### src/hdl/sbm_map.vh
// Purpose: constants for the single-bit manipulation unit
// Assumes: included by sbm_unit.v only
// Notes:   opcodes are this block's own encoding
`ifndef SBM_MAP_VH
`define SBM_MAP_VH
// Operation codes on op_in
`define SBM_OP_TEST      3'h0
`define SBM_OP_INVERT    3'h1
`define SBM_OP_CLEAR     3'h2
`define SBM_OP_SET       3'h3
`define SBM_OP_CY_INVERT 3'h4
`define SBM_OP_CY_CLEAR  3'h5
`define SBM_OP_DIR_CLEAR 3'h6
// Index field widths
`define SBM_IDX8_W       3
`define SBM_IDX16_W      4
// Bus transfer counts
`define SBM_XFER_TEST    2'h1
`define SBM_XFER_RMW     2'h2
// Flag reset values
`define SBM_FLAG_RST     1'h0
`endif

### src/hdl/sbm_unit.v
// Purpose: datapath for single-bit test, invert, clear and set, plus carry and direction flag ops
// Assumes: bus answers each transfer with one-cycle mem_ack_in, same clock domain
// Notes:   flags are held here; undefined flags are left at their previous value
//
// What this block does
// - Bit test sets the zero flag when the selected bit is 0 and clears it when 1, 16-bit immediates use low 4 bits.
// - Bit test on 16-bit memory with immediate uses low 4 bits, one read and no write.
// - Bit invert on 8-bit operands flips only the bit picked by the low 3 count bits, flags kept.
// - Bit invert on 16-bit operands picks the bit with the low 4 count bits.
// - Invert, clear and set on memory do one read then one write.
// - Bit invert on an 8-bit register with a 3-bit immediate uses the low 3 bits of that byte.
// - Bit invert with a 4-bit immediate on 16-bit operands uses the low 4 immediate bits.
// - Carry invert complements the carry flag, other flags undefined.
// - Bit clear on 8-bit operands zeroes the bit picked by the low 3 count bits, flags kept.
// - Bit clear on 16-bit operands picks the bit with the low 4 count bits.
// - Bit clear with a 3-bit immediate on 8-bit operands uses the low 3 immediate bits.
// - Bit clear with a 4-bit immediate on 16-bit operands uses the low 4 immediate bits.
// - Direction clear forces the direction flag to 0 so block ops increment the indexes.
// - Bit set on 8-bit operands forces to 1 the bit picked by the low 3 count bits, flags kept.
`timescale 1ns/10ps
`include "sbm_map.vh"

module sbm_unit (
    input  wire        sys_clk_in,
    input  wire        rst_n_in,
    input  wire        start_in,
    input  wire [2:0]  op_in,
    input  wire        word_in,
    input  wire        mem_in,
    input  wire        use_imm_in,
    input  wire [7:0]  count_low_reg_in,
    input  wire [7:0]  imm_in,
    input  wire [15:0] reg_operand_in,
    input  wire [15:0] mem_addr_in,
    output wire        busy_out,
    output reg         done_out,
    output reg  [15:0] result_out,
    output reg         result_we_out,
    output reg         mem_req_out,
    output reg         mem_wr_out,
    output reg         mem_word_out,
    output reg  [15:0] mem_addr_out,
    output reg  [15:0] mem_wdata_out,
    input  wire [15:0] mem_rdata_in,
    input  wire        mem_ack_in,
    output reg         zero_flag_out,
    output reg         overflow_flag_out,
    output reg         carry_flag_out,
    output reg         direction_flag_out,
    output reg  [1:0]  xfer_count_out
);

    localparam ST_IDLE  = 2'h0;
    localparam ST_READ  = 2'h1;
    localparam ST_WRITE = 2'h2;

    reg [1:0]  state_reg;
    reg [2:0]  op_reg;
    reg        word_reg;
    reg [3:0]  idx_reg;

    // Next values, one per register, settled by the decode process below
    reg [1:0]  state_next;
    reg [2:0]  op_next;
    reg        word_next;
    reg [3:0]  idx_next;
    reg        done_next;
    reg [15:0] result_next;
    reg        result_we_next;
    reg        mem_req_next;
    reg        mem_wr_next;
    reg        mem_word_next;
    reg [15:0] mem_addr_next;
    reg [15:0] mem_wdata_next;
    reg        zero_next;
    reg        overflow_next;
    reg        carry_next;
    reg        direction_next;
    reg [1:0]  xfer_next;

    // Bit position: 3 bits for bytes, 4 for words, from count register or immediate
    function [3:0] sel_index;
        input       wide;
        input [7:0] src;
        begin
            if (wide)
                sel_index = src[`SBM_IDX16_W-1:0];
            else
                sel_index = {1'b0, src[`SBM_IDX8_W-1:0]};
        end
    endfunction

    // Apply the bit operation; test leaves the operand alone
    function [15:0] bit_apply;
        input [2:0]  op;
        input [15:0] val;
        input [3:0]  idx;
        reg   [15:0] mask;
        begin
            mask = 16'h0001 << idx;
            case (op)
                `SBM_OP_INVERT: bit_apply = val ^ mask;
                `SBM_OP_CLEAR:  bit_apply = val & ~mask;
                `SBM_OP_SET:    bit_apply = val | mask;
                default:        bit_apply = val;
            endcase
        end
    endfunction

    // Byte operands ignore the upper half so a stray high byte never matters
    function tested_zero;
        input        wide;
        input [15:0] val;
        input [3:0]  idx;
        reg   [15:0] v;
        begin
            v = wide ? val : {8'h00, val[7:0]};
            tested_zero = ~v[idx];
        end
    endfunction

    wire [3:0] idx_now = sel_index(word_in, use_imm_in ? imm_in : count_low_reg_in);
    wire       is_bit_op = (op_in <= `SBM_OP_SET);

    // Modified operands: register path uses live inputs, memory path the latched op
    wire [15:0] reg_value = bit_apply(op_in, reg_operand_in, idx_now);
    wire [15:0] rmw_value = bit_apply(op_reg, mem_rdata_in, idx_reg);

    // Operation classes of the latched op, for readability of the read branch
    wire       held_is_test = (op_reg == `SBM_OP_TEST);

    // Busy only while a bus transfer is pending; register ops never look busy
    assign busy_out = (state_reg != ST_IDLE);

    // Decode: values hold unless a branch below moves them; done and result write enable default to 0
    always @* begin
        state_next     = state_reg;
        op_next        = op_reg;
        word_next      = word_reg;
        idx_next       = idx_reg;
        done_next      = 1'b0;
        result_next    = result_out;
        result_we_next = 1'b0;
        mem_req_next   = mem_req_out;
        mem_wr_next    = mem_wr_out;
        mem_word_next  = mem_word_out;
        mem_addr_next  = mem_addr_out;
        mem_wdata_next = mem_wdata_out;
        zero_next      = zero_flag_out;
        overflow_next  = overflow_flag_out;
        carry_next     = carry_flag_out;
        direction_next = direction_flag_out;
        xfer_next      = xfer_count_out;
        case (state_reg)
            ST_IDLE: begin
                if (start_in) begin
                    // Latch the op so later input changes cannot disturb a bus op
                    op_next   = op_in;
                    word_next = word_in;
                    idx_next  = idx_now;
                    xfer_next = 2'h0;
                    if (is_bit_op && mem_in) begin
                        // Memory operand: one read first
                        state_next    = ST_READ;
                        mem_req_next  = 1'b1;
                        mem_wr_next   = 1'b0;
                        mem_word_next = word_in;
                        mem_addr_next = mem_addr_in;
                    end else begin
                        // Register and flag ops finish in one cycle
                        done_next = 1'b1;
                        case (op_in)
                            `SBM_OP_TEST: begin
                                zero_next     = tested_zero(word_in, reg_operand_in, idx_now);
                                overflow_next = 1'b0;
                                carry_next    = 1'b0;
                            end
                            `SBM_OP_INVERT, `SBM_OP_CLEAR, `SBM_OP_SET: begin
                                // Flags untouched by the modify ops
                                result_next    = reg_value;
                                result_we_next = 1'b1;
                            end
                            `SBM_OP_CY_INVERT: carry_next     = ~carry_flag_out;
                            `SBM_OP_CY_CLEAR:  carry_next     = 1'b0;
                            `SBM_OP_DIR_CLEAR: direction_next = 1'b0;
                            default: ;
                        endcase
                    end
                end
            end
            ST_READ: begin
                if (mem_ack_in) begin
                    xfer_next = `SBM_XFER_TEST;
                    if (held_is_test) begin
                        // Test reads once and never writes back
                        mem_req_next  = 1'b0;
                        state_next    = ST_IDLE;
                        done_next     = 1'b1;
                        zero_next     = tested_zero(word_reg, mem_rdata_in, idx_reg);
                        overflow_next = 1'b0;
                        carry_next    = 1'b0;
                    end else begin
                        // Modified value goes back to the same address
                        mem_wr_next    = 1'b1;
                        mem_wdata_next = rmw_value;
                        result_next    = rmw_value;
                        state_next     = ST_WRITE;
                    end
                end
            end
            ST_WRITE: begin
                if (mem_ack_in) begin
                    // Second transfer done, release the bus
                    xfer_next    = `SBM_XFER_RMW;
                    mem_req_next = 1'b0;
                    mem_wr_next  = 1'b0;
                    state_next   = ST_IDLE;
                    done_next    = 1'b1;
                end
            end
            default: state_next = ST_IDLE;
        endcase
    end

    // Sequencer state and latched operation
    always @(posedge sys_clk_in or negedge rst_n_in) begin
        if (!rst_n_in) begin
            state_reg      <= ST_IDLE;
            op_reg         <= 3'h0;
            word_reg       <= 1'b0;
            idx_reg        <= 4'h0;
            xfer_count_out <= 2'h0;
        end else begin
            state_reg      <= state_next;
            op_reg         <= op_next;
            word_reg       <= word_next;
            idx_reg        <= idx_next;
            xfer_count_out <= xfer_next;
        end
    end

    // Bus request outputs, held stable through each transfer
    always @(posedge sys_clk_in or negedge rst_n_in) begin
        if (!rst_n_in) begin
            mem_req_out   <= 1'b0;
            mem_wr_out    <= 1'b0;
            mem_word_out  <= 1'b0;
            mem_addr_out  <= 16'h0000;
            mem_wdata_out <= 16'h0000;
        end else begin
            mem_req_out   <= mem_req_next;
            mem_wr_out    <= mem_wr_next;
            mem_word_out  <= mem_word_next;
            mem_addr_out  <= mem_addr_next;
            mem_wdata_out <= mem_wdata_next;
        end
    end

    // Completion pulse and result word
    always @(posedge sys_clk_in or negedge rst_n_in) begin
        if (!rst_n_in) begin
            done_out      <= 1'b0;
            result_out    <= 16'h0000;
            result_we_out <= 1'b0;
        end else begin
            done_out      <= done_next;
            result_out    <= result_next;
            result_we_out <= result_we_next;
        end
    end

    // Flags; undefined ones simply keep their value, cheaper than faking them
    always @(posedge sys_clk_in or negedge rst_n_in) begin
        if (!rst_n_in) begin
            zero_flag_out      <= `SBM_FLAG_RST;
            overflow_flag_out  <= `SBM_FLAG_RST;
            carry_flag_out     <= `SBM_FLAG_RST;
            direction_flag_out <= `SBM_FLAG_RST;
        end else begin
            zero_flag_out      <= zero_next;
            overflow_flag_out  <= overflow_next;
            carry_flag_out     <= carry_next;
            direction_flag_out <= direction_next;
        end
    end

endmodule // sbm_unit

### config.mk
export PLATFORM = sky130hd
export DESIGN_NAME = sbm_unit
export DESIGN_NICKNAME = d
export VERILOG_FILES = /design/src/hdl/sbm_unit.v
export VERILOG_INCLUDE_DIRS = /design/src /design/src/hdl
export SDC_FILE = /design/constraint.sdc
export NUM_CORES = 1
export LEC_CHECK = 0
export BUFFER_PORTS_ARGS = -buffer_cell sky130_fd_sc_hd__buf_2
export CAP_MARGIN = 20
export CORE_ASPECT_RATIO = 1.75
export CORE_MARGIN = 10
export CORE_UTILIZATION = 45
export DETAILED_ROUTE_END_ITERATION = 8
export PLACE_DENSITY = 0.75
export SLEW_MARGIN = 25
export SYNTH_ARGS = -nofsm -noshare
export SYNTH_HDL_FRONTEND = slang
export SYNTH_SLANG_ARGS = --single-unit
### constraint.sdc
create_clock -name sys_clk_in -period 6.3 [get_ports sys_clk_in]
set_input_delay 0.63 -clock sys_clk_in [delete_from_list [all_inputs] [get_ports sys_clk_in]]
set_output_delay 0.63 -clock sys_clk_in [all_outputs]
set_load 0.01 [all_outputs]
Yosys cells after proc, flatten, opt, wreduce, memory -nomap -nowiden

Cells that the tools add are included.

Register bits after elaboration: 68
Bits in latches: 0
Bits in writable memories: 0
Memory bits (read-only): 0
Input port bits: 74
Logic and storage cells: 133
Memories: 0

Add/subtract/negate cells: 0
$mul: 0
Divide/modulo/power cells: 0
Order comparisons: 3
Equal/unequal tests: 20
Shift-type cells: 2
Mux-type cells: 61
Bitwise gates (word level): 12
Reductions and logical operators: 19

Operators by type and width:

| cell                                                                          | number |
|---|---|
| 16-bit two-way mux                                                            | 7 |
| 16-bit one-hot mux with 3 select lines                                        | 2 |
| 16-bit AND                                                                    | 2 |
| 16-bit inverter                                                               | 2 |
| 16-bit bitwise OR                                                             | 2 |
| 16-bit one-hot mux with 2 select lines                                        | 1 |
| 1-bit by 4-bit << shifter with 16-bit output (first input constant)           | 2 |
| 16-bit XOR                                                                    | 2 |
| 1-bit two-way mux                                                             | 30 |
| 6-bit AND reduction                                                           | 5 |
| 2-bit two-way mux                                                             | 8 |
| 2-bit inequality test (second input constant)                                 | 7 |
| 3-bit by 2-bit equality test with 1-bit output (second input constant)        | 4 |
| 2-bit one-hot mux with 3 select lines                                         | 2 |
| 4-bit by 5-bit less-than comparator with 1-bit output (second input constant) | 2 |
| 1-bit one-hot mux with 3 select lines                                         | 3 |
| 1-bit binary-select mux with 4-bit select                                     | 2 |
| 4-bit two-way mux                                                             | 2 |
| 1-bit one-hot mux with 2 select lines                                         | 4 |
| 4-bit AND reduction                                                           | 2 |
| 3-bit by 1-bit equality test with 1-bit output (second input constant)        | 2 |
| 3-bit equality test (second input constant)                                   | 2 |
| 3-bit zero test                                                               | 2 |
| 3-bit AND reduction                                                           | 2 |
| 13 further kinds                                                              | 18 |

Depth between registers and ports, before layout

Depth in word-level cells: 10
Gate-level depth with buffers: 12
Depth with buffers taken out: 11

Worst setup path before layout

OpenSTA, ideal clock, no wires.

Path type: input-to-reg
From: input use_imm_in
To: register result_out[1]
Library setup time: 0.129 ns
Arrival: 2.319 ns
Required time: 6.171 ns
Setup slack: 3.851 ns
Stages: 11
Cells stage by stage: buf_6 > mux2i_1 > and2b_1 > nor2_1 > nand2_1 > ha_1 > nor2_1 > a21oi_1 > a221oi_1 > mux2_2 > o21ai_0

Longest elaborated chain between the ends: 10
Elaborated cells on any way between the ends: 12

RTL lines:

| element                                          | RTL line       | text |
|---|---|---|
| start: declaration                               | sbm_unit.v:30  | `input wire use_imm_in,` |
| 4-bit two-way mux (*)                            | sbm_unit.v:122 | `wire [3:0] idx_now = sel_index(word_in, use_imm_in ? imm_in : count_low_reg_in);` |
| 4-bit two-way mux (*)                            | sbm_unit.v:86  | `if (wide)` |
| 1-bit by 4-bit << shifter with 16-bit output (*) | sbm_unit.v:100 | `mask = 16'h0001 << idx;` |
| 16-bit inverter                                  | sbm_unit.v:103 | `` `SBM_OP_CLEAR: bit_apply = val & ~mask; `` |
| 16-bit AND                                       | sbm_unit.v:103 |  |
| 16-bit one-hot mux with 3 select lines (*)       | sbm_unit.v:101 | `case (op)` |
| 16-bit two-way mux (*)                           | sbm_unit.v:172 | `case (op_in)` |
| 16-bit two-way mux (*)                           | sbm_unit.v:162 | `if (is_bit_op && mem_in) begin` |
| 16-bit two-way mux (*)                           | sbm_unit.v:156 | `if (start_in) begin` |
| 16-bit one-hot mux with 2 select lines (*)       | sbm_unit.v:154 | `case (state_reg)` |
| end signal: assignment                           | sbm_unit.v:267 | `result_out <= result_next;` |
| end: declaration                                 | sbm_unit.v:37  | `output reg [15:0] result_out,` |

Every way passes the cells marked *; elsewhere a longest branch is shown, timed or not. The select of a mux whose other input is x is not followed.
A chain may end at the register's enable or synchronous reset.

Final worst setup path

Ends and elaborated chain as after synthesis.

==> results.yml <==
finish:
  area_delta_synth_final_pct: 16.78
  antenna_cells: 0
  drive_gt1_frac: 0.2473
  nets: 889
  reg_top3: "mem_addr_out x16, mem_wdata_out x16, result_out x16"
  finish.utilization: 0.5338
  fill_cells: 1150
timing:
  clock_skew_ns: 0.008725
  fmax_ghz: 0.3589
  setup_tns_ns: 0
  fin_crit_ns: 2.786
  relSlewSlack: 0.3743
  rsz0062_at_grt: "false"
  hold_violations: 0
  finalCritPeriodShare: 0.4423
  setup_viol: 0
  tightest_slew_ns: 0.9376
  drv_slew: 0
clock_network:
  cts_tree: "built"
  postCtsSetupBuffers: 0
  cts_inserted_buffers: 9
  htreeDepth: 3
  ctsHoldBuffers: 0
  cts_max_path_buffers: 2
  cts.clk_slew.worst_paths_ns: 0.06
  cts_num_sinks: 67
  cts_resized: 0
  clock_latency_ns: 0.34
  cts_root_buf: "clkbuf_16"
synthesis:
  async_flop_share: 1.000
  synth-seq-area-share: 0.3056
  synth_seq_cells: 67
  synth_area_sq_um: 5487
  syn-instance-count: 654
  synth.distinct_cells: 59
  synth_edf_count: 0
  syn_avg_cell_area_sq_um: 8.389
  ys.flop_type: "dfrtp_1"
  yosys_warnings: 0
critical_path:
  cp_max_fo: 14
  r2r_end: "result_out[2]"
  critical_path_required_ns: 6.49
  cp-end-kind: "register"
  cp-startpoint: "use_imm_in"
  reg2regPathDepth: 6
  rrSetupSlack_ns: 3.64
  crit_arrival_ns: 2.98
  r2r_start: "op_reg[0]"
  startpoint_type: "input pin"
  criticalPathCategory: "input pin to register"
drt:
  wl_per_cell_um: 17.17
  ant_nets: 0
  drt-total-wl_um: 15750
  viasPerCell: 5.529
  firstDrtPassIters: 5
  num_vias: 5070
  drt_iter0_drc: 279
  route.detailed.drc: 0
grt:
  grt_use_total: 0.1802
  grt_antenna_before_repair: 0
  grt_pass1_vias: 4941
  grt_max_degree: 68
  overflow: 0
  grt_pass1_wl_um: 24870
floorplan:
  die-area_sq_um: 17180
  io_pins: 134
  core_sq_um: 12000
  start_util: 0.4571
  placementRows: 53
  die_h_um: 166.1
  die_w_um: 103.5
placed_design:
  io_buffers: 123
  post-dp-hpwl_um: 12130
  globalplace.congestion: 0.8593
power_and_ir_drop:
  power_density_nw_per_um2: 408.9
  p_leak_nw: 3.082
  ir_worst_vdd_mv: 0.1822
run_status:
  outcome: "complete, no violations"
flow_run:
  cap_violations: 0
min_path:
  hold_path.class: "input pin to asynchronous set/reset pin"
## metal layers
| metal | share of wire | up-vias | track usage |
|---|---|---|---|
| li1 | - | 2474 | - |
| met1 | 0.38 | 2413 | 0.1949 |
| met2 | 0.55 | 152 | 0.3350 |
| met3 | 0.042 | 31 | 0.02249 |
| met4 | 0.027 | 0 | 0.06930 |
| met5 | 0 | - | 0 |
## worst max path at each step
stage	endpoint	slack [ns]	cells after the start
detailed placement	result_out[1]	3.14	11
global route	result_out[1]	3.26	11
finish	result_out[1]	3.51	11
CTS	result_out[1]	3.51	11
global placement	result_out[1]	3.19	11
floorplan	result_out[1]	3.85	11
## cells by family (layout without fill, tap and decap cells)
logic type	Yosys count	in the layout	synth area share
AOI/OAI and AO/OA	185	185	0.2132
other	1	2	0.0006835
adders and majority gates	68	68	0.1551
buffers and inverters	87	184	0.06864
DFF	67	67	0.3056
and+or+nand+nor	204	204	0.1626
muxes	42	42	0.09418
## report_power, final
group / switching [W] / leakage (nW) / internal (W)
sequential: 0.000163 / 0.827 / 0.000635
combinational: 0.000801 / 2.13 / 0.000550
clock: 0.000201 / 0.127 / 0.000270
total: 0.00116 / 3.08 / 0.00146
## stage by stage
stage	power (W)	area [sq um]	hold slack, ns	setup WS, ns	std cells
final	0.002620	6407	0.4618	3.514	917
after global routing	0.002827	6407	0.4986	3.261	917
after CTS	0.002632	6400	0.4775	3.514	917
after detailed placement	0.002154	6120	0.4650	3.142	901
after global placement	0.002117	6120	0.4577	3.195	901
after floorplan	0.001698	5490	0.3344	3.851	655
## cell usage in the layout (no fill, tap or decap), types with 10 or more instances in the layout
cell type  netlist  layout
mux2_2          31      31
dfrtp_1         67      67
a21oi_1         49      49
nor2_1          63      63
a221oi_1        10      10
o22ai_1         11      11
inv_1           40      40
o21ai_0         59      59
a2bb2oi_1       10      10
ha_1            68      68
buf_2           16     123
nor2b_1         13      13
nand2_1         93      93
## critical path, cell delays in order
cell and delay [ns]:
buf_2 0.25, mux2i_1 0.28, and2b_1 0.25, nor2_1 0.27, nand2_1 0.14, ha_1 0.31, nor2_1 0.10, a21oi_1 0.05
a221oi_1 0.40, mux2_2 0.22, o21ai_0 0.06
## cell usage after synthesis (all sizes together) (2+ instances only)
cell type | instances | area, sq um
nand2 | 93 | 349.1
ha | 68 | 850.8
dfrtp | 67 | 1677
o21ai | 67 | 339.1
nor2 | 63 | 236.5
a21oi | 49 | 245.2
inv | 41 | 153.9
mux2 | 31 | 349.1
buf | 27 | 151.4
clkbuf | 19 | 71.32
nor2b | 13 | 81.33
o22ai | 11 | 68.82
a221oi | 10 | 87.58
a2bb2oi | 10 | 87.58
nand3 | 10 | 55.05
nand2b | 8 | 50.05
mux2i | 7 | 70.07
o21a | 6 | 45.04
o221ai | 6 | 52.55
a221o | 4 | 40.04
mux4 | 4 | 97.59
nor3 | 4 | 25.02
a211oi | 3 | 27.52
a21o | 3 | 22.52
a22oi | 3 | 22.52
nand3b | 3 | 22.52
o31ai | 3 | 32.53
and2b | 2 | 16.27
and3 | 2 | 13.77
o32ai | 2 | 25.03
## area by class of cell
| class | count | area [sq um] | area share |
|---|---|---|---|
| Multi-Input combinational cell | 501 | 3445 | 0.5376 |
| Clock inverter | 6 | 51.30 | 0.008006 |
| Tap cell | 165 | 206.4 | 0.03222 |
| Inverter | 41 | 153.9 | 0.02402 |
| Timing Repair Buffer | 127 | 645.6 | 0.1008 |
| Sequential cell | 67 | 1677 | 0.2617 |
| Clock buffer | 10 | 229.0 | 0.03574 |
No activity file was read; power rests on OpenSTA's default activity.
